File: config.mk
export PLATFORM = sky130hd
export DESIGN_NAME = adc_output_cal_control
export DESIGN_NICKNAME = d
export VERILOG_FILES = /design/src/hw/adc_ctrl_pkg.sv /design/src/hw/stage_link_if.sv /design/src/hw/adc_output_cal_control.sv /design/src/hw/sample_fifo.sv /design/src/hw/stage_chain.sv
export SDC_FILE = /design/constraint.sdc
export NUM_CORES = 1
export LEC_CHECK = 0
export BUFFER_PORTS_ARGS = -buffer_cell sky130_fd_sc_hd__buf_2
export CORE_MARGIN = 10
export CORE_UTILIZATION = 45
export CTS_CLUSTER_DIAMETER = 50
export CTS_CLUSTER_SIZE = 12
export DETAILED_ROUTE_END_ITERATION = 10
export GPL_ROUTABILITY_DRIVEN = 1
export PLACE_DENSITY = 0.65
export SLEW_MARGIN = 20
export SYNTH_ARGS = -nofsm -noshare
export SYNTH_HDL_FRONTEND = slang
export SYNTH_SLANG_ARGS = --single-unit
File: constraint.sdc
create_clock -name hclk -period 2.7 [get_ports hclk]
set_input_delay 0.27 -clock hclk [delete_from_list [all_inputs] [get_ports hclk]]
set_output_delay 0.27 -clock hclk [all_outputs]
set_load 0.1 [all_outputs]
File: src/hw/adc_ctrl_pkg.sv
// Purpose: shared constants for the converter output and calibration control
// Assumes: one 10 MHz clock, AHB-Lite register access with 32-bit data
// Notes:   offsets are byte addresses, one register per aligned word
package adc_ctrl_pkg;
  // ==========================================================================
  // register map
  localparam logic [7:0] OFF_CONFIG   = 8'h00;
  localparam logic [7:0] OFF_CONTROL  = 8'h04;
  localparam logic [7:0] OFF_STATUS   = 8'h08;
  localparam logic [7:0] OFF_CALCOUNT = 8'h0C;
  // config fields, reset to the open-pin levels (all high)
  localparam int         CFG_HALVE_N_BIT = 0;
  localparam int         CFG_TWOS_N_BIT  = 1;
  localparam int         CFG_REF_SEL_BIT = 2;
  localparam int         CFG_WIDTH       = 3;
  localparam logic [2:0] CFG_RESET       = 3'h7;
  // control fields
  localparam int         CTRL_RECAL_BIT = 0;
  // status fields
  localparam int         ST_CAL_BIT   = 0;
  localparam int         ST_FULL_BIT  = 1;
  localparam int         ST_EMPTY_BIT = 2;
  localparam int         ST_LEVEL_LSB = 4;
  // ==========================================================================
  // data path and timing
  localparam int          SAMPLE_BITS       = 8;
  localparam int          WORD_BITS         = SAMPLE_BITS + 1;
  localparam int          LATENCY_TICKS     = 28;
  localparam int          CONV_STAGES       = 24;
  localparam int          CORR_STAGES       = LATENCY_TICKS - CONV_STAGES;
  localparam int          FIFO_DEPTH        = 8;
  localparam int          FIFO_LEVEL_BITS   = 4;
  localparam logic [3:0]  RECAL_MIN_PERIODS = 4'hA;
  localparam int unsigned CAL_TICKS_DEFAULT = 1024;
  localparam int          CAL_CNT_BITS      = 16;
  // controller state, one-hot
  typedef enum logic [1:0] {
    ST_CAL = 2'b01,
    ST_RUN = 2'b10
  } cal_state_e;
endpackage

File: src/hw/stage_link_if.sv
// Purpose: carrier between the control module and a delay stage chain
// Assumes: single clock domain
// Notes:   word is {over-range, code}
`timescale 1ns/1ps
`default_nettype none
interface stage_link_if #(parameter int W = 9);
  logic         step;
  logic         flush;
  logic         in_valid;
  logic [W-1:0] in_word;
  logic         out_valid;
  logic [W-1:0] out_word;
  modport feed  (output step, flush, in_valid, in_word, input out_valid, out_word);
  modport chain (input step, flush, in_valid, in_word, output out_valid, out_word);
endinterface
`default_nettype wire

File: src/hw/adc_output_cal_control.sv
// Purpose: sample output, clock division and self-calibration control
// Assumes: hclk is the input clock; inputs are synchronous to it
// Notes:   raw samples arrive as offset-binary codes with an over flag
//
// How it works
// - a sample's word reaches the outputs 28 sample ticks after it starts
// - 24 ticks of conversion stages, then correction stages fill the rest
// - after reset, calibrate and hold the reset pin low until done
// - reference select low picks internal, high or open picks external
// - halve select low divides the input clock by two
// - halve select high runs undivided; divider uses rising edges only
// - coding select low gives two's complement output
// - eight-bit word, bit 0 least significant, bit 7 most significant
//
// Our own choices: the AHB-Lite interface to the registers and the address map.
`timescale 1ns/1ps
`default_nettype none
module adc_output_cal_control
  import adc_ctrl_pkg::*;
#(
  parameter int unsigned CAL_TICKS = CAL_TICKS_DEFAULT
) (
  // clock and reset
  input  wire logic        hclk,
  input  wire logic        hresetn,
  // ahb-lite slave
  input  wire logic        hsel,
  input  wire logic [31:0] haddr,
  input  wire logic [1:0]  htrans,
  input  wire logic        hwrite,
  input  wire logic [2:0]  hsize,
  input  wire logic [31:0] hwdata,
  input  wire logic        hready,
  output logic [31:0]      hrdata,
  output logic             hreadyout,
  output logic             hresp,
  // raw samples from the converter core
  input  wire logic        raw_valid,
  output logic             raw_ready,
  input  wire logic [7:0]  raw_code,
  input  wire logic        raw_over,
  // open-drain reset pin
  input  wire logic        rst_pin_in,
  output logic             rst_pin_out,
  output logic             rst_pin_oe,
  // reference control
  output logic             ref_internal_en,
  // sample outputs
  output logic [7:0]       sample_data,
  output logic             over_range,
  output logic             sample_clock_out,
  output logic             sample_valid
);
  // ==========================================================================
  // register bus
  logic [CFG_WIDTH-1:0]    cfg;
  logic                    wr_pend;
  logic [7:0]              wr_addr;
  logic [7:0]              cal_runs;
  logic [FIFO_LEVEL_BITS-1:0] fifo_level;
  cal_state_e              state;

  // address phase decode
  wire        take     = hsel && hready && htrans[1];
  wire [7:0]  rd_addr  = haddr[7:0];
  wire        cfg_we   = wr_pend && (wr_addr == OFF_CONFIG);
  wire        ctrl_we  = wr_pend && (wr_addr == OFF_CONTROL);
  wire        recal_req = ctrl_we && hwdata[CTRL_RECAL_BIT];
  wire [CFG_WIDTH-1:0] next_cfg = cfg_we ? hwdata[CFG_WIDTH-1:0] : cfg;

  // status word and read mux, forwarding a write still in flight
  wire [31:0] status_word = {24'h0, fifo_level, 1'b0, (fifo_level == '0),
                             (fifo_level == FIFO_LEVEL_BITS'(FIFO_DEPTH)),
                             (state == ST_CAL)};
  wire [31:0] rd_mux =
      (rd_addr == OFF_CONFIG)   ? {29'h0, next_cfg} :
      (rd_addr == OFF_STATUS)   ? status_word :
      (rd_addr == OFF_CALCOUNT) ? {24'h0, cal_runs} :
                                  32'h0000_0000;

  assign hreadyout = 1'b1; // zero wait states
  assign hresp     = 1'b0; // always okay

  // capture address phase, load read data for the data phase
  always_ff @(posedge hclk or negedge hresetn) begin
    if (!hresetn) begin
      wr_pend <= 1'b0;
      wr_addr <= 8'h00;
      hrdata  <= 32'h0000_0000;
    end else begin
      wr_pend <= take && hwrite;
      if (take) wr_addr <= rd_addr;
      if (take && !hwrite) hrdata <= rd_mux;
    end
  end

  // configuration register, open-pin levels at reset
  always_ff @(posedge hclk or negedge hresetn) begin
    if (!hresetn) cfg <= CFG_RESET;
    else cfg <= next_cfg;
  end

  wire cfg_halve_n = cfg[CFG_HALVE_N_BIT];
  wire cfg_twos_n  = cfg[CFG_TWOS_N_BIT];
  wire cfg_ref_sel = cfg[CFG_REF_SEL_BIT];

  // internal buffer only when external is not selected
  assign ref_internal_en = !cfg_ref_sel;

  // ==========================================================================
  // sample clock divider
  logic div_phase;
  wire  tick = cfg_halve_n || div_phase;

  // toggles on rising edges only, so every other edge is a tick
  always_ff @(posedge hclk or negedge hresetn) begin
    if (!hresetn) div_phase <= 1'b0;
    else div_phase <= cfg_halve_n ? 1'b0 : !div_phase;
  end

  // ==========================================================================
  // calibration control
  logic                    halve_prev;
  logic [CAL_CNT_BITS-1:0] cal_count;
  logic [3:0]              low_count;

  wire ratio_change = cfg_halve_n != halve_prev;
  wire ext_recal    = (state == ST_RUN) && tick && !rst_pin_in &&
                      (low_count == RECAL_MIN_PERIODS - 4'h1);
  wire cal_done     = (state == ST_CAL) && tick && !ratio_change &&
                      (cal_count == CAL_CNT_BITS'(CAL_TICKS - 1));
  wire go_cal       = ratio_change || recal_req || ext_recal;

  // open drain: only ever pulls low, and only while calibrating
  assign rst_pin_out = 1'b0;
  assign rst_pin_oe  = state == ST_CAL;

  // state, calibration length and run count
  always_ff @(posedge hclk or negedge hresetn) begin
    if (!hresetn) begin
      state      <= ST_CAL;
      cal_count  <= '0;
      cal_runs   <= 8'h00;
      halve_prev <= CFG_RESET[CFG_HALVE_N_BIT];
    end else begin
      halve_prev <= cfg_halve_n;
      if (go_cal) begin
        state     <= ST_CAL;
        cal_count <= '0;
      end else if (cal_done) begin
        state    <= ST_RUN;
        cal_runs <= cal_runs + 8'h01;
      end else if (state == ST_CAL && tick) begin
        cal_count <= cal_count + 1'b1;
      end
    end
  end

  // sample periods with the pin held low by the partner
  always_ff @(posedge hclk or negedge hresetn) begin
    if (!hresetn) low_count <= 4'h0;
    else if (state != ST_RUN || rst_pin_in) low_count <= 4'h0;
    else if (tick && low_count != 4'hF) low_count <= low_count + 4'h1;
  end

  // ==========================================================================
  // data path: fifo, conversion stages, correction stages
  logic                 fifo_valid;
  logic [WORD_BITS-1:0] fifo_word;
  wire                  running = state == ST_RUN;
  wire                  pop     = fifo_valid && running && tick;

  stage_link_if #(.W(WORD_BITS)) conv_lnk ();
  stage_link_if #(.W(WORD_BITS)) corr_lnk ();

  sample_fifo #(
    .W     (WORD_BITS),
    .DEPTH (FIFO_DEPTH),
    .LW    (FIFO_LEVEL_BITS)
  ) u_fifo (
    .hclk      (hclk),
    .hresetn   (hresetn),
    .in_valid  (raw_valid),
    .in_ready  (raw_ready),
    .in_data   ({raw_over, raw_code}),
    .out_valid (fifo_valid),
    .out_ready (running && tick),
    .out_data  (fifo_word),
    .level     (fifo_level)
  );

  // conversion stages, fed one slot per tick, a bubble if empty
  assign conv_lnk.step     = tick;
  assign conv_lnk.flush    = !running;
  assign conv_lnk.in_valid = pop;
  assign conv_lnk.in_word  = fifo_word;

  stage_chain #(
    .W     (WORD_BITS),
    .DEPTH (CONV_STAGES)
  ) u_conv (
    .hclk    (hclk),
    .hresetn (hresetn),
    .lnk     (conv_lnk)
  );

  // correction stages finish the fixed latency
  assign corr_lnk.step     = tick;
  assign corr_lnk.flush    = !running;
  assign corr_lnk.in_valid = conv_lnk.out_valid;
  assign corr_lnk.in_word  = conv_lnk.out_word;

  stage_chain #(
    .W     (WORD_BITS),
    .DEPTH (CORR_STAGES)
  ) u_corr (
    .hclk    (hclk),
    .hresetn (hresetn),
    .lnk     (corr_lnk)
  );

  // ==========================================================================
  // output coding and output clock
  wire       out_load  = running && !go_cal && tick && corr_lnk.out_valid;
  wire [7:0] corr_code = corr_lnk.out_word[SAMPLE_BITS-1:0];
  wire [7:0] coded     = cfg_twos_n ? corr_code
                                    : {!corr_code[7], corr_code[6:0]};

  // word, flag and clock edge leave together
  always_ff @(posedge hclk or negedge hresetn) begin
    if (!hresetn) begin
      sample_data      <= 8'h00;
      over_range       <= 1'b0;
      sample_clock_out <= 1'b0;
      sample_valid     <= 1'b0;
    end else begin
      sample_valid <= out_load;
      if (out_load) begin
        sample_data      <= coded;
        over_range       <= corr_lnk.out_word[SAMPLE_BITS];
        sample_clock_out <= !sample_clock_out;
      end
    end
  end
endmodule
`default_nettype wire

File: src/hw/sample_fifo.sv
// Purpose: word buffer in front of the conversion pipeline
// Assumes: DEPTH is a power of two
// Notes:   full and empty come from the occupancy count
`timescale 1ns/1ps
`default_nettype none
module sample_fifo #(
  parameter int W     = 9,
  parameter int DEPTH = 8,
  parameter int LW    = 4
) (
  // clock and reset
  input  wire logic          hclk,
  input  wire logic          hresetn,
  // fill side
  input  wire logic          in_valid,
  output logic               in_ready,
  input  wire logic [W-1:0]  in_data,
  // drain side
  output logic               out_valid,
  input  wire logic          out_ready,
  output logic [W-1:0]       out_data,
  // occupancy
  output logic [LW-1:0]      level
);
  localparam int AW = $clog2(DEPTH);
  logic [W-1:0]  mem [DEPTH];
  logic [AW-1:0] wr_ptr;
  logic [AW-1:0] rd_ptr;
  wire           push = in_valid && in_ready;
  wire           pop  = out_valid && out_ready;

  // handshakes
  assign in_ready  = level != LW'(DEPTH);
  assign out_valid = level != '0;
  assign out_data  = mem[rd_ptr];

  // pointers and count
  always_ff @(posedge hclk or negedge hresetn) begin
    if (!hresetn) begin
      wr_ptr <= '0;
      rd_ptr <= '0;
      level  <= '0;
    end else begin
      if (push) wr_ptr <= wr_ptr + 1'b1;
      if (pop) rd_ptr <= rd_ptr + 1'b1;
      level <= level + LW'(push) - LW'(pop);
    end
  end

  // storage
  always_ff @(posedge hclk) begin
    if (push) mem[wr_ptr] <= in_data;
  end
endmodule
`default_nettype wire

File: src/hw/stage_chain.sv
// Purpose: fixed-depth delay line that advances once per sample tick
// Assumes: flush empties every slot at once
// Notes:   a slot holds a valid flag and a word
`timescale 1ns/1ps
`default_nettype none
module stage_chain #(
  parameter int W     = 9,
  parameter int DEPTH = 24
) (
  // clock and reset
  input  wire logic   hclk,
  input  wire logic   hresetn,
  // link to the controller
  stage_link_if.chain lnk
);
  logic [DEPTH-1:0] vld;
  logic [W-1:0]     word [DEPTH];

  assign lnk.out_valid = vld[DEPTH-1];
  assign lnk.out_word  = word[DEPTH-1];

  // one slot per stage
  for (genvar i = 0; i < DEPTH; i++) begin : g_slot
    always_ff @(posedge hclk or negedge hresetn) begin
      if (!hresetn) begin
        vld[i]  <= 1'b0;
        word[i] <= '0;
      end else if (lnk.flush) begin
        vld[i] <= 1'b0;
      end else if (lnk.step) begin
        vld[i]  <= (i == 0) ? lnk.in_valid : vld[(i == 0) ? 0 : i - 1];
        word[i] <= (i == 0) ? lnk.in_word : word[(i == 0) ? 0 : i - 1];
      end
    end
  end
endmodule
`default_nettype wire

==> metrics <==
top-count cell post-synth nand2_1; Final HPWL DP 16.56 mm; Ports approximately 130; Layout Nets between 1500 and 2000; initial core utilization 45.80%; clock buffer count from CTS 45; Total Routing Usage GR 12.72%; Tmin final 2366 ps; dpl cell area 0.01753 mm²; EDFF count, synth 72; Worst Max-Slew Pin Slew 1165 ps; CTS max path bufs 3; Slew Viols, Final 0; Layout area overhead 13.70%; 1st-iter DRT viols ~820; largest net degree at the start of global routing around 260; DRC violations left 0; die area 0.04558 mm²; vias in the first global route 10390; first drt pass iteration count 5; top cells by count, synth nand2_1, dfrtp_1, edfxtp_1; max-cap violations 0; slowest CP cell dfstp_2; cell family with most CP delay adder cells; wire per inst 13.25 µm; slowest stage delay, CP 600 ps; DR top layer met4; CTS tree yes; Slew headroom approximately 22%; HP Class in2reg; Cell variety after synth 60; synthesized instance count 1572; site row count 70; clock slew at reported path FFs 60 ps; Chip Height 213.5 µm; Finish-stage setup viols 0; Crit path required time about 3100 ps; syn avg cell area 10.72 µm²; core footprint 0.03679 mm²; DRT met1 WL 13.06 mm; post-synthesis sequential area ratio 65.30%; PwrDens 738.6 mW/mm²; startpoint types flop; clock skew 12.19 ps; vias between 10000 and 15000; WL met3 875 µm; highest clock rate 0.4226 GHz; Clock Sinks 425; worst endpoint data arrival time roughly 2800 ps; post-synth top area share 51.69%; Worst Slack Setup Final 333.6 ps; mapped cell area 0.01685 mm²; Filler Cells Inserted approximately 3200; Setup WS pre-CTS 334.2 ps; Synth Flop Type dfrtp_1; CTS H-tree lvls 2; Hold Violations, Final 0; first-pass GRT wire length 49.29 mm; synthesis warning total 0; Tcrit/Tclk final a little under 90%; clk root buf clkbuf_16; worst-path maximum fanout 7; post-synth top area cell dfrtp_1; Yosys reg bits between 400 and 500; Crit Path Class reg2reg; buffer and inverter count on the worst path 2; Routed WL 28.11 mm; nature of the critical path endpoint flop; Antenna Nets Post-Route 0; Via density 4.877; multi-input logic area ~0.0054 mm²; post-synthesis async set-or-reset flop share 83.06%; clk_lat worst skew 540 ps; largest cells by area after synthesis dfrtp_1, nand2_1, edfxtp_1, mux4_2, a22o_1; RSZ-0062 raised after global routing false; antenna violations before repair 0; CTS-repair resized insts 0; crit path cell chain nor2_2 -> or2_4 -> a31oi_2 -> ha_1 -> inv_1 -> ha_1 -> inv_1 -> fa_1 -> xnor2_1; share of post-route cells with drive strength above 1 11.79%; Ant. Diodes 0; Reg area 0.01100 mm²; leak pwr 9.655 nW; Peak VDD IR 0.5627 mV; setup TNS 0 ps; PortBufs 49; status finished, final reports clean; total gr overflow 0; post-route cell area 0.01916 mm²; postcts setup bufs 0; Die X 213.5 µm; RD Place Congestion roughly 0.73; met2 WL 13.47 mm
worst register-to-register path: stages (launching register included):
cell and delay (ps):
dfstp_2 600, nor2_2 110, or2_4 300, a31oi_2 190, ha_1 260, inv_1 60
ha_1 150, inv_1 60, fa_1 380, xnor2_1 130
path summary, 6_finish.rpt:
check                                start  slack (ps)               end  depth (start not counted)
worst max-delay path                cfg[0]         330   u_fifo.level[2]                          9
worst min-delay path            rst_pin_in          50      low_count[3]                          3
worst max register to register      cfg[0]         330   u_fifo.level[2]                          9
worst min register to register      cfg[0]         420        halve_prev                          0
max in group asynchronous          hresetn        1570  u_conv.word[122]                          3
min in group asynchronous          hresetn         320     cal_count[13]                          2
cell type report:
cell class	instances	share of cell area (%)
sequential	425	57.43
multi-input combinational	1054	28.07
clock buffer	57	6.492
timing repair buffer	92	3.749
tap	468	3.057
clock inverter	11	0.9014
inverter	15	0.2939
logic make-up after synthesis:
logic type      after synthesis  share of synthesized area (%)
xor+xnor                     26                          1.352
other cells                   2                        0.04458
mux                          56                          4.998
simple gates                854                          20.40
flops                       425                          65.30
buf+inv                     118                          3.453
fa+ha+maj                    13                          1.010
compound gates               78                          3.439
registers in the layout (all words and copies together) (netlist names), 9 cells and up:
| name | flops |
|---|---|
| cal_count | 16 |
| u_corr.lnk.out_word | 9 |
| u_conv.vld | 23 |
| u_corr.word | 27 |
| u_conv.word | 207 |
| u_fifo.mem | 72 |
| u_conv.lnk.out_word | 9 |
placed cells by master (no fill, tap or decap), types with 15 or more instances in the layout:
master and n:
edfxtp_1 72, nor2_1 29, conb_1 27, clkbuf_16 47, mux2i_1 17, dlygate4sd3_1 21, inv_1 15, buf_2 48
a22o_1 27, buf_4 15, dfrtp_1 348, nand2_1 756, mux4_2 18
through the flow:
step / total power, W / cells / hold slack [ps] / utilization, %
2_1_floorplan: 0.007951 / 1597 / -25.59 / -
3_3_place_gp: 0.008252 / 2033 / 298.1 / 47.65
3_5_place_dp: 0.008300 / 2033 / 294.7 / 47.65
4_1_cts: 0.01436 / 2122 / 21.79 / 52.07
5_1_grt: 0.01476 / 2122 / 46.26 / 52.07
6_report: 0.01415 / 2122 / 48.40 / 52.07
where the power goes:
| group | switching [W] | internal [W] | leakage [nW] |
|---|---|---|---|
| Clock | 0.00236 | 0.00360 | 0.691 |
| Combinational | 0.000816 | 0.000366 | 3.44 |
| Sequential | 0.000168 | 0.00684 | 5.52 |
| Total | 0.00334 | 0.0108 | 9.65 |
per-layer routing:
| metal | track usage (%) | vias to the layer above |
|---|---|---|
| met5 | 0 | - |
| met4 | 4.693 | 0 |
| met3 | 2.117 | 55 |
| met2 | 20.88 | 122 |
| met1 | 16.76 | 5027 |
| li1 | - | 5144 |
timing repair:
action | CTS | global route
endpoints found under the setup margin | 0 | 0
hold endpoints to repair | 154 | 0
hold buffers | 21 | 0
Note: power is estimated with default switching activity, not from simulation.
